### config.mk
export PLATFORM = sky130hd
export DESIGN_NAME = flash_self_program_sequencer
export DESIGN_NICKNAME = d
export VERILOG_FILES = /design/src/logic/flash_seq_pkg.sv /design/src/logic/flash_self_program_sequencer.sv
export VERILOG_INCLUDE_DIRS = /design/src /design/src/logic
export SDC_FILE = /design/constraint.sdc
export NUM_CORES = 1
export LEC_CHECK = 0
export BUFFER_PORTS_ARGS = -buffer_cell sky130_fd_sc_hd__buf_2
export CORE_AREA = 2 2 227 229
export CTS_CLUSTER_SIZE = 40
export DETAILED_ROUTE_END_ITERATION = 10
export DIE_AREA = 0 0 229 231
export SLEW_MARGIN = 0
export SYNTH_ARGS = -nofsm -noshare
export SYNTH_HDL_FRONTEND = slang
export SYNTH_SLANG_ARGS = --single-unit
export TNS_END_PERCENT = 30
### constraint.sdc
create_clock -name ref_clk -period 3.5 [get_ports ref_clk]
set_input_delay 0.875 -clock ref_clk [delete_from_list [all_inputs] [get_ports ref_clk]]
set_output_delay 0.875 -clock ref_clk [all_outputs]
set_load 0.05 [all_outputs]
### src/logic/flash_seq_defs.svh
// constants for the flash self-program sequencer
`ifndef FLASH_SEQ_DEFS_SVH
`define FLASH_SEQ_DEFS_SVH
`define UNLOCK_KEY_ADDR 8'he0
`define MODE_CTRL_ADDR 8'he1
`define MODE_CTRL_RESET 8'h00
`define MODE_ENABLE_BIT 7
`define KEY_FIRST 8'h46
`define KEY_SECOND 8'hb9
`define OP_STANDBY 2'h0
`define OP_PAGE_PROGRAM 2'h1
`define OP_BYTE_WRITE 2'h2
`define OP_PAGE_ERASE 2'h3
`define FLASH_BASE 16'he000
`define FLASH_BYTES 8192
`define PAGE_BYTES 64
`define ERASE_TIME_US 2000
`define PROG_TIME_US 2000
`define CLK_MHZ 100
`define ERASE_CYCLES (`ERASE_TIME_US * `CLK_MHZ)
`define PROG_CYCLES (`PROG_TIME_US * `CLK_MHZ)
`define WR_TIMEOUT_CYCLES 1000
`endif

### src/logic/flash_seq_pkg.sv
// types for the flash self-program sequencer
package flash_seq_pkg;
   typedef enum logic [3:0]
   {
      st_idle = 4'b0001,
      st_key1 = 4'b0010,
      st_armed = 4'b0100,
      st_busy = 4'b1000
   } seq_state_t;
endpackage : flash_seq_pkg

### src/logic/flash_self_program_sequencer.sv
// flash self-program sequencer: unlock, mode, data latch, array control
`timescale 1ns/1ps
`include "flash_seq_defs.svh"
module flash_self_program_sequencer
   import flash_seq_pkg::*;
#(
   parameter int ERASE_CYCLES = `ERASE_CYCLES,
   parameter int PROG_CYCLES = `PROG_CYCLES,
   parameter int TIMEOUT_CYCLES = `WR_TIMEOUT_CYCLES
)
(
   input wire logic ref_clk,
   input wire logic rst_b,
   input wire logic cpu_wr,
   input wire logic [15:0] cpu_addr,
   input wire logic [7:0] cpu_wdata,
   input wire logic sfr_rd,
   output logic [7:0] sfr_rdata,
   output logic cpu_stall,
   output logic [6:0] fl_page,
   output logic fl_erase,
   output logic fl_program,
   output logic [7:0] fl_latch_data [`PAGE_BYTES],
   output logic fl_ref_en,
   input wire logic opt_read_lock,
   input wire logic chip_erase,
   output logic opt_read_lock_eff,
   input wire logic [7:0] prog_rd_raw,
   output logic [7:0] prog_rd_data
);
   localparam int CW = $clog2(ERASE_CYCLES > PROG_CYCLES ? ERASE_CYCLES + 1 : PROG_CYCLES + 1);
   localparam int TW = $clog2(TIMEOUT_CYCLES + 1);
   seq_state_t state_r;
   logic enable_r;
   logic [1:0] op_sel_r;
   logic [CW-1:0] cnt_r;
   logic [TW-1:0] tmo_r;
   logic lock_clr_r;
   logic [7:0] latch_r [`PAGE_BYTES];
   logic in_flash;
   logic key_wr;
   logic mode_wr;
   logic mode_rd;
   logic tmo_hit;
   logic trig;
   logic start_erase;
   logic start_program;
   logic cnt_done;

   function automatic logic flash_hit(input logic [15:0] a);
      flash_hit = a >= `FLASH_BASE;
   endfunction : flash_hit

   // sfr address decode
   function automatic logic sfr_hit(input logic [15:0] a, input logic [7:0] off);
      sfr_hit = a == {8'h00, off};
   endfunction : sfr_hit

   // whole 8K window, page index from address bits
   assign in_flash = flash_hit(cpu_addr);
   assign key_wr = cpu_wr && sfr_hit(cpu_addr, `UNLOCK_KEY_ADDR);
   assign mode_wr = cpu_wr && sfr_hit(cpu_addr, `MODE_CTRL_ADDR);
   assign mode_rd = sfr_rd && sfr_hit(cpu_addr, `MODE_CTRL_ADDR);
   assign tmo_hit = tmo_r == TW'(TIMEOUT_CYCLES);
   // armed store into flash, enable set
   assign trig = state_r == st_armed && cpu_wr && !tmo_hit
                 && in_flash && enable_r;
   assign start_erase = trig && op_sel_r == `OP_PAGE_ERASE;
   assign start_program = trig && op_sel_r == `OP_PAGE_PROGRAM;
   assign cnt_done = cnt_r == '0;

   // mode register
   always_ff @(posedge ref_clk or negedge rst_b)
   begin
      if (!rst_b)
      begin
         enable_r <= 1'b0;
         op_sel_r <= `OP_STANDBY;
      end
      else if (mode_wr && state_r != st_busy)
      begin
         enable_r <= cpu_wdata[`MODE_ENABLE_BIT];
         op_sel_r <= cpu_wdata[1:0];
      end
   end

   // unlock sequence and operation state
   always_ff @(posedge ref_clk or negedge rst_b)
   begin
      if (!rst_b)
         state_r <= st_idle;
      else
      begin
         case (state_r)
            st_idle:
            begin
               if (key_wr && cpu_wdata == `KEY_FIRST)
                  state_r <= st_key1;
            end
            st_key1:
            begin
               if (cpu_wr)
                  state_r <= (key_wr && cpu_wdata == `KEY_SECOND) ? st_armed : st_idle;
            end
            st_armed:
            begin
               if (start_erase || start_program)
                  state_r <= st_busy;
               else if (tmo_hit || cpu_wr)
                  state_r <= st_idle;
            end
            st_busy:
            begin
               if (cnt_done)
                  state_r <= st_idle;
            end
            default:
               state_r <= st_idle;
         endcase
      end
   end

   // armed-state timeout counter
   always_ff @(posedge ref_clk or negedge rst_b)
   begin
      if (!rst_b)
         tmo_r <= '0;
      else if (state_r == st_armed)
         tmo_r <= tmo_r + TW'(1);
      else
         tmo_r <= '0;
   end

   // busy duration counter
   always_ff @(posedge ref_clk or negedge rst_b)
   begin
      if (!rst_b)
         cnt_r <= '0;
      else if (start_erase)
         cnt_r <= CW'(ERASE_CYCLES);
      else if (start_program)
         cnt_r <= CW'(PROG_CYCLES);
      else if (state_r == st_busy && !cnt_done)
         cnt_r <= cnt_r - CW'(1);
   end

   // array strobes and page index; store data ignored
   always_ff @(posedge ref_clk or negedge rst_b)
   begin
      if (!rst_b)
      begin
         fl_page <= '0;
         fl_erase <= 1'b0;
         fl_program <= 1'b0;
      end
      else
      begin
         fl_erase <= start_erase;
         fl_program <= start_program;
         if (start_erase || start_program)
            fl_page <= cpu_addr[12:6];
      end
   end

   // page data latch
   always_ff @(posedge ref_clk)
   begin
      if (trig && op_sel_r == `OP_BYTE_WRITE)
         latch_r[cpu_addr[5:0]] <= cpu_wdata;
   end
   assign fl_latch_data = latch_r;

   // read-lock option, cleared by chip erase
   always_ff @(posedge ref_clk or negedge rst_b)
   begin
      if (!rst_b)
         lock_clr_r <= 1'b0;
      else if (chip_erase)
         lock_clr_r <= 1'b1;
   end
   assign opt_read_lock_eff = opt_read_lock && !lock_clr_r && !chip_erase;

   // programmer read masking
   always_ff @(posedge ref_clk or negedge rst_b)
   begin
      if (!rst_b)
         prog_rd_data <= 8'h00;
      else
         prog_rd_data <= opt_read_lock_eff ? 8'h00 : prog_rd_raw;
   end

   // mode register readback, key reads zero
   always_ff @(posedge ref_clk or negedge rst_b)
   begin
      if (!rst_b)
         sfr_rdata <= 8'h00;
      else if (mode_rd)
         sfr_rdata <= {enable_r, 5'h00, op_sel_r};
      else
         sfr_rdata <= 8'h00;
   end

   // busy stall and reference enable
   assign cpu_stall = state_r == st_busy;
   assign fl_ref_en = enable_r;
endmodule : flash_self_program_sequencer

==> metrics, run 1 <==
Worst-Skew Late Latency approximately 0.61 ns; largest net degree at the start of global routing 65; Post-synth top flop edfxtp_1; Seq pwr share between 50% and 60%; initial antenna violation count 9; status complete, no violations; Pins Over Slew Limit 0; met3 WL post-DR about 4500 um; P&R area growth vs syn 32.8%; flops & latches, synth between 500 and 600; Row Count between 80 and 90; Yosys Warn Count 0; met2 routed WL between 20000 and 30000 um; met1 WL 22100 um; DR vias/cell approximately 4.7; most frequent cells in the layout buf_2, edfxtp_1, nor2_1; final net count 1601; CTS Root Cell clkbuf_16; Core ar. 0.0507 mm2; final core utilization 48.6%; Pre-antenna DRT Iters 7; highest fanout seen on the critical path 8; H-tree Lvls 2; Netlist Area Pre-Place about 0.019 mm2; total of max-cap violations 0; max incr delay on CP roughly 0.53 ns; Critical Path Source Type register; crit-path cells nor4b_4 > buf_2; Peak VDD IR around 0.39 mV; CTS tree done; GR Util All Layers about a fifth; I/O Buffers approximately 570; GPL Wtd Cong 0.797; Combinational Power Share under 10%; grt total ovfl 0; Synth area leader edfxtp_1; CP arrival 1.95 ns; Critical Path Sink Type output port; Final min period between 2 and 3 ns; Min-Delay Path Depth 1; Leak around 9.4 nW; EDFF count, synth between 500 and 600; first-pass GRT wire length roughly 76000 um; CTS clock-pin slew for the worst setup and hold paths about 0.06 ns; power share of the clock group between 40% and 50%; share of the synthesized area in the top cell type around 83%; ys async rst share under 10%; commonest non-fill, non-tap cell in the layout buf_2; synth unique cells 57; CTS max path bufs 3; unrepaired setup endpoints after global routing false; Final Skew between 0.03 and 0.04 ns; Sw Share between 20% and 30%; worst-case reg-to-reg path depth 5; WP buf/inv 1; hold buffers post-CTS 0; DIE AREA around 0.053 mm2; slew margin rel. 28.0%; Power, Total 0.0136 W; PwrDens 552 mW/mm2; Avg Cell Area, Syn ~22 um2; DRC Markers 0; Post-DRT Antenna Nets 0; post-CTS setup buffers 0; final worst setup slack 0.678 ns; share of layout cells above drive strength 1 47.9%; worst path required time approximately 2.6 ns; critical path depth 2; Initial Util between 30% and 40%; Die X ~230 um; Tcrit/Tclk final between 80% and 90%; number of global-route vias before repair about 10000; Final Hold Fails 0; kind of critical path register to output port; Hold Path Class register to register; CP max-delay cell nor4b_4; via count about 11000; NetSw 0.00277 W; cts repair resizes 0; final WL approximately 55000 um; Least-Margin Pin Slew between 1 and 1.5 ns; DR top layer met5; Internal 0.0108 W; DP Worst Slack approximately 0.56 ns; CP top delay family simple AND/OR/NAND/NOR gates; Cells after Synth ~860; Area contributors post-synth edfxtp_1, dfrtp_1, nor2_1; clk sinks 568; die height about 230 um; sequential share of the synthesized area 90.4%; I/O Pins around 580; DR iter-0 viols slightly below 800; cts bufs inserted between 50 and 60; Setup Viol. Count Final 0; worst hold margin about 0.4 ns; Fmax 354 MHz; total negative setup slack 0 ns; Avg WL per Cell around 24 um; HPWL Detailed roughly 36000 um
## routing by layer
metal	vias to the layer above	global-route usage [%]
met2	525	33.7
met1	5354	25.9
li1	4691	-
met5	-	0
met4	2	5.01
met3	85	5.69
## kinds of logic (layout without fill, tap and decap cells)
| family | count (synthesis) | after routing | share of synthesized area [%] |
|---|---|---|---|
| compound gates | 19 | 19 | 0.755 |
| xor+xnor | 18 | 18 | 0.850 |
| fa+ha+maj | 4 | 4 | 0.270 |
| buf+inv | 29 | 771 | 0.735 |
| flops | 568 | 568 | 90.4 |
| mux | 12 | 12 | 0.708 |
| other cells | 1 | 7 | 0.0202 |
| simple gates | 208 | 208 | 6.25 |
## through the flow
stage / instances / cell area [um2]
after floorplan: 863 / 18600
after global placement: 2181 / 22800
after detailed placement: 2181 / 22800
after CTS: 2285 / 24600
after global routing: 2285 / 24600
final: 2287 / 24600
## layout make-up
cell class	instances	area, um2
tap	680	851
sequential	568	16800
fill	4349	26000
clock buffer	71	1510
timing repair buffer	657	3510
clock inverter	33	284
antenna	2	5.00
inverter	10	37.5
multi-input combinational	266	1660
## sequential cells by signal (all words and copies together) (netlist names)
signal / count
fl_erase: 1
lock_clr_r: 1
fl_latch_data: 512
op_sel_r: 2
sfr_rdata: 3
prog_rd_data: 8
fl_ref_en: 1
state_r: 4
cnt_r: 18
fl_program: 1
tmo_r: 10
fl_page: 7
## power by group through the flow
| stage | Sequential [W] | Clock, W | Combinational (W) |
|---|---|---|---|
| floorplan | 0.00758 | 0 | 0.0000936 |
| global placement | 0.00757 | 0 | 0.000314 |
| detailed placement | 0.00758 | 0 | 0.000317 |
| CTS | 0.00743 | 0.00596 | 0.000319 |
| global route | 0.00743 | 0.00622 | 0.000337 |
| finish | 0.00743 | 0.00585 | 0.000313 |
## synthesized netlist by cell type (3+ instances only)
cell type / number
a211oi_1: 4
a21oi_1: 4
and2_1: 3
and3_1: 4
buf_2: 7
buf_4: 5
clkbuf_1: 5
dfrtp_1: 55
edfxtp_1: 512
ha_1: 4
inv_1: 10
mux2_2: 9
mux2i_1: 3
nand2_1: 12
nand2_2: 6
nand2b_1: 3
nand3_1: 10
nand3b_1: 4
nand4_1: 3
nand4b_1: 4
nor2_1: 97
nor2b_1: 10
nor3_1: 10
nor4_1: 7
nor4b_1: 5
o21ai_0: 3
or2_2: 4
or3_1: 5
xnor2_1: 12
xor2_1: 6
## final timing paths
kind,slack (ns),end,startpoint
worst max register to register,0.70,fl_latch_data[229]$_DFFE_PP_,state_r[1]$_DFFE_PN0P_
worst min-delay path,0.40,fl_program$_DFF_PN0_,op_sel_r[1]$_DFFE_PN0P_
max in group asynchronous,2.58,tmo_r[2]$_DFF_PN0_,rst_b
min in group asynchronous,0.44,fl_program$_DFF_PN0_,rst_b
worst min register to register,0.40,fl_program$_DFF_PN0_,op_sel_r[1]$_DFFE_PN0P_
worst max-delay path,0.68,cpu_stall,state_r[1]$_DFFE_PN0P_
No activity file was read; power rests on OpenSTA's default activity.
==> inputs of run 2 (changes only) <==
==> constraint.sdc (replaced) <==
create_clock -name ref_clk -period 2.6 [get_ports ref_clk]
set_input_delay 0.65 -clock ref_clk [delete_from_list [all_inputs] [get_ports ref_clk]]
set_output_delay 0.65 -clock ref_clk [all_outputs]
set_load 0.05 [all_outputs]
==> metrics, run 2 (same netlist as run 1, synthesis figures left out) <==
status complete, no violations; Pre-antenna DRT Iters 4 (-3); Final Hold Fails 0 (unchanged); WP buf/inv 1 (unchanged); CTS max path bufs 3 (unchanged); HPWL Detailed 36600 um (+0.83%); Critical Path Sink Type register; DRC Markers 0 (unchanged); Final min period between 2 and 3 ns; Worst Setup SP state_r[0]$_DFFE_PN1P_; kind of critical path register to register; most frequent cells in the layout buf_2, edfxtp_1, buf_4; PwrDens 730 mW/mm2 (+32%); DR top layer met5; GPL Wtd Cong 0.815 (+2.2%); Critical Path Source Type register; Row Count 83 (unchanged); Final Skew 0.0196 ns (-0.0132 ns); Critical R2R Launch state_r[0]$_DFFE_PN1P_; I/O Pins 578 (unchanged); Core ar. 0.0507 mm2 (unchanged); CP max-delay cell or4b_4; commonest non-fill, non-tap cell in the layout buf_2; met3 WL post-DR 4510 um (-0.35%); unrepaired setup endpoints after global routing true; CTS clock-pin slew for the worst setup and hold paths 0.06 ns (about the same); largest net degree at the start of global routing 66 (+1.5%); cts bufs inserted 56 (unchanged); initial antenna violation count 7 (-2); Worst-Skew Late Latency 0.60 ns (about the same); clk sinks 568 (unchanged); CTS tree done; via count 10775 (+1.1%); slew margin rel. 36.9% (+8.9 points); share of layout cells above drive strength 1 49.0% (+1.1 points); crit-path cells or4b_4 > a31oi_4 > and4b_4 > nand2_2 > nor2_1 > buf_4; GR Util All Layers 20.3% (+0.17 points); die height 231 um (unchanged); Leak 9.54 nW (+1.5%); CP arrival 2.88 ns (+0.93 ns); Power, Total 0.0181 W (+33%); total of max-cap violations 0 (unchanged); final WL 55200 um (+0.49%); DIE AREA 0.0529 mm2 (unchanged); fill count 4336 (-0.30%); Setup Viol. Count Final 0 (unchanged); max reg flops 512 (unchanged); CP top delay family simple AND/OR/NAND/NOR gates; Tcrit/Tclk final 99.4%; first-pass GRT wire length 76700 um (+0.56%); grt total ovfl 0 (unchanged); P&R area growth vs syn 33.6%; Die X 229 um (unchanged); Post-DRT Antenna Nets 0 (unchanged); Avg WL per Cell 23.9 um (-0.33%); CTS Root Cell clkbuf_16; Hold Path Class input port to async pin; hold buffers post-CTS 0 (unchanged); met1 WL 22100 um (+0.13%); H-tree Lvls 2 (unchanged); I/O Buffers 572 (unchanged); Initial Util 36.6% (unchanged); Least-Margin Pin Slew 0.947 ns (-0.118 ns); Pins Over Slew Limit 0 (unchanged); met2 routed WL 27100 um (-0.32%); max incr delay on CP 0.57 ns (+0.04 ns); Peak VDD IR 0.487 mV (+25%); final worst setup slack 0.0166 ns (-0.662 ns); number of global-route vias before repair 10585 (+2.1%); Fmax roughly 390 MHz; DP Worst Slack -0.0227 ns (-0.587 ns); worst path required time 2.90 ns (+0.28 ns); DR vias/cell 4.67 (+0.27%); DR iter-0 viols 730 (-6.3%); final net count 1619 (+1.1%); highest fanout seen on the critical path 8 (unchanged)
## run 2: changes by cell type in the layout (fill, tap and decap cells not counted), sizes merged
cell      change
bufinv        -2
clkinv       +12
buf          +18
clkinvlp      -3
clkbuf        -6
## run 2: power breakdown
| group | total [W] | internal (W) | switching, W |
|---|---|---|---|
| sequential | 0.00999 | 0.00997 | 0.0000202 |
| clock | 0.00765 | 0.00429 | 0.00336 |
| combinational | 0.000451 | 0.000106 | 0.000345 |
## run 2: per-layer routing
metal	vias to the layer above	GRT usage (%)
met5	-	0
met4	8	6.07
met3	93	5.55
met2	543	33.4
met1	5381	26.4
li1	4750	-
## run 2: final timing paths
check / end / slack (ns) / depth (start not counted)
setup / recovery: fl_latch_data[508]$_DFFE_PP_ / 0.02 / 6
hold / removal: prog_rd_data[3]$_DFF_PN0_ / 0.06 / 1
setup reg to reg: fl_latch_data[508]$_DFFE_PP_ / 0.02 / 6
hold reg to reg: fl_program$_DFF_PN0_ / 0.43 / 1
max in group asynchronous: state_r[0]$_DFFE_PN1P_ / 1.90 / 2
min in group ref_clk: lock_clr_r$_DFFE_PN0P_ / 0.27 / 2
## run 2: timing repair
item / 4_1_cts / 5_1_grt
resized for setup: 2 / 4
endpoints found under the setup margin: 17 / 168
pin swaps: 1 / 0
setup buffers: 1 / 0
## run 2: through the flow
step | area, um2 | TNS (ns) | instances | utilization [%] | hold slack (ns)
2_1_floorplan | 18600 | 0 | 863 | - | 0.354
3_3_place_gp | 23000 | 0 | 2198 | 45.4 | 0.422
3_5_place_dp | 23000 | -0.157 | 2198 | 45.4 | 0.425
4_1_cts | 24800 | -0.139 | 2304 | 48.9 | 0.0324
5_1_grt | 24800 | -6.23 | 2305 | 48.9 | 0.0733
6_report | 24800 | 0 | 2306 | 48.9 | 0.0567
## run 2: final cells by class
cell class	count	area (um2)	share of cell area (%)
sequential	568	16800	67.7
timing repair buffer	675	3670	14.8
multi-input combinational	266	1680	6.77
clock buffer	65	1480	5.96
tap	680	851	3.43
clock inverter	40	283	1.14
inverter	10	37.5	0.151
antenna	2	5.00	0.0202
==> inputs of run 3 (changes only) <==
--- a/config.mk
+++ b/config.mk
@@ -6,11 +6,12 @@
 export SDC_FILE = /design/constraint.sdc
 export NUM_CORES = 1
 export LEC_CHECK = 0
+export ABC_AREA = 1
 export BUFFER_PORTS_ARGS = -buffer_cell sky130_fd_sc_hd__buf_2
-export CORE_AREA = 2 2 227 229
+export CORE_AREA = 2 2 222 224
 export CTS_CLUSTER_SIZE = 40
 export DETAILED_ROUTE_END_ITERATION = 10
-export DIE_AREA = 0 0 229 231
+export DIE_AREA = 0 0 224 226
 export SLEW_MARGIN = 0
 export SYNTH_ARGS = -nofsm -noshare
 export SYNTH_HDL_FRONTEND = slang
==> metrics, run 3 <==
status complete, no violations; share of the synthesized area in the top cell type 81.8% (-1.0 points); Pins Over Slew Limit 0 (unchanged); CTS tree done; Setup Viol. Count Final 0 (unchanged); Critical Path Source Type register; Least-Margin Pin Slew 0.689 ns (-0.258 ns); xor-xnor portion of the synthesized cell area 0.186% (-0.66 points); EDFF count, synth 512 (unchanged); Core ar. 0.0483 mm2 (-4.6%); GPL Wtd Cong 0.863 (+5.9%); Final Hold Fails 0 (unchanged); Critical Path Sink Type output port; worst path required time 1.95 ns (-0.95 ns); CP arrival 1.88 ns (-1.00 ns); HPWL Detailed 40700 um (+11%); Row Count 81 (-2.4%); Finished Layout Cells 2399 (+4.0%); GR Util All Layers 22.2% (+1.9 points); Hold Path Class input port to async pin; Post-DRT Antenna Nets 0 (unchanged); Critical R2R Launch state_r[1]$_DFFE_PN0P_; sequential share of the synthesized area 89.3% (-1.1 points); Final Cell Area 0.0251 mm2 (+1.1%); Netlist Area Pre-Place 0.0188 mm2 (+1.3%); Placed Instance Area 0.0232 mm2 (+0.88%); total of max-cap violations 0 (unchanged); most frequent cells in the layout buf_2, edfxtp_1, nor2_1; CTS max path bufs 3 (unchanged); mux contribution to synthesized area 0% (-0.71 points); H-tree Lvls 2 (unchanged); cts bufs inserted 55 (-1.8%); Cells after Synth 1010 (+18%); Avg Cell Area, Syn 18.6 um2 (-14%); multi-input logic area 0.00170 mm2 (+1.5%); Worst Setup SP state_r[1]$_DFFE_PN0P_; PwrDens 737 mW/mm2 (+0.90%); area share of fa/ha/maj cells after synthesis 0.266% (-0.0033 points); largest family of logic cells by synthesized area simple AND/OR/NAND/NOR gates; Yosys Warn Count 0 (unchanged); grt total ovfl 0 (unchanged); DR vias/cell 4.81 (+2.9%); Peak VDD IR 0.400 mV (-18%); Die X 224 um (-2.2%); Post-Synth Simple-Gate Area 7.92% (+1.7 points); ys async rst share 9.86% (unchanged); final WL 58400 um (+5.7%); Worst-Skew Late Latency 0.61 ns (about the same); number of global-route vias before repair 10816 (+2.2%); die height 226 um (-2.2%); P&R area growth vs syn 33.3%; DP Worst Slack 0.0666 ns (+0.0893 ns); unrepaired setup endpoints after global routing false; Synth Area in Compound Gates 0.593% (-0.16 points); Leak 9.88 nW (+3.6%); Post-synth top flop edfxtp_1; final worst setup slack 0.0680 ns (+0.0514 ns); via count 11531 (+7.0%); Synth area leader edfxtp_1; Final Skew 0.0286 ns (+0.00901 ns); Pre-antenna DRT Iters 5 (+1); DIE AREA 0.0506 mm2 (-4.3%); DRC Markers 0 (unchanged); share of layout cells above drive strength 1 44.1% (-4.9 points); synth cell count leaders edfxtp_1, nor2_1, nand2_1; kind of critical path register to output port; Fmax 395 MHz (+2.0%); final net count 1771 (+9.4%); initial antenna violation count 11 (+4); Avg WL per Cell 24.3 um (+1.6%); CTS clock-pin slew for the worst setup and hold paths 0.06 ns (about the same); total negative setup slack 0 ns (unchanged); slew margin rel. 54.1% (+17 points); Initial Util 38.9% (+2.3 points); dpl cells 2294 (+4.4%); CTS Root Cell clkbuf_16; fill count 4039 (-6.8%); top-count cell post-synth edfxtp_1; hold buffers post-CTS 0 (unchanged); Area contributors post-synth edfxtp_1, dfrtp_1, nor2_1; max reg flops 512 (unchanged); I/O Buffers 572 (unchanged); commonest non-fill, non-tap cell in the layout buf_2; sequential cell area 0.0168 mm2 (unchanged); synth unique cells 32 (-44%); highest fanout seen on the critical path 5 (-3); flops & latches, synth 568 (unchanged); Final min period 2.53 ns (-0.0514 ns); I/O Pins 578 (unchanged); largest net degree at the start of global routing 66 (unchanged); final core utilization 51.8% (+2.9 points); DR iter-0 viols 935 (+28%); clk sinks 568 (unchanged); first-pass GRT wire length 79500 um (+3.7%); Tcrit/Tclk final 97.4% (-2.0 points)
## run 3: where the power goes
part	switching [W]	total (W)	internal [W]
sequential	0.00000141	0.00995	0.00995
combinational	0.000317	0.000387	0.0000693
clock	0.00343	0.00812	0.00470
## run 3: final cells by class
type | count | share of cell area (%)
Antenna cell | 4 | 0.0400
Clock buffer | 66 | 5.74
Clock inverter | 35 | 1.64
Inverter | 70 | 1.05
Multi-Input combinational cell | 368 | 6.80
Sequential cell | 568 | 67.0
Tap cell | 622 | 3.11
Timing Repair Buffer | 666 | 14.7
## run 3: layer usage
layer  GRT usage, %  part of all wire [%]
met3           7.13                   9.6
met2           37.5                    50
met4           6.62                   2.9
met5              0                  0.17
met1           27.5                    38
## run 3: worst paths after layout
path / to / slack, ns / depth (start not counted)
setup / recovery: cpu_stall / 0.07 / 4
max in group asynchronous: cnt_r[15]$_DFFE_PN0P_ / 1.97 / 2
hold reg to reg: tmo_r[0]$_DFF_PN0_ / 0.47 / 1
hold / removal: lock_clr_r$_DFFE_PN0P_ / 0.03 / 1
min in group ref_clk: lock_clr_r$_DFFE_PN0P_ / 0.26 / 2
setup reg to reg: fl_latch_data[273]$_DFFE_PP_ / 0.31 / 8
## run 3: cells by family (layout without fill, tap and decap cells)
group                    Yosys count  in the layout
AO/OA/AOI/OAI                     22             22
XOR/XNOR                           4              4
adder cells (fa/ha/maj)            4              4
buffers and inverters             78            837
flip-flops                       568            568
other                              1              9
AND/OR/NAND/NOR                  333            333
## run 3: metrics by stage
step                hold slack (ns)  total power, W
floorplan                     0.354          0.0102
global placement              0.448          0.0105
detailed placement            0.447          0.0105
CTS                         0.00706          0.0186
global route                 0.0403          0.0190
finish                       0.0340          0.0185
## run 3: worst max-delay path, cell delays in order, from the launching register on
cell and delay, ns:
dfrtp_1 0.41, nor2_1 0.19, nand2_1 0.09, nor2_2 0.29, clkbuf_4 0.32
## run 3: timing repair
action	CTS	global route
resized for setup	0	1
setup endpoints to repair	0	1
setup buffers	0	0
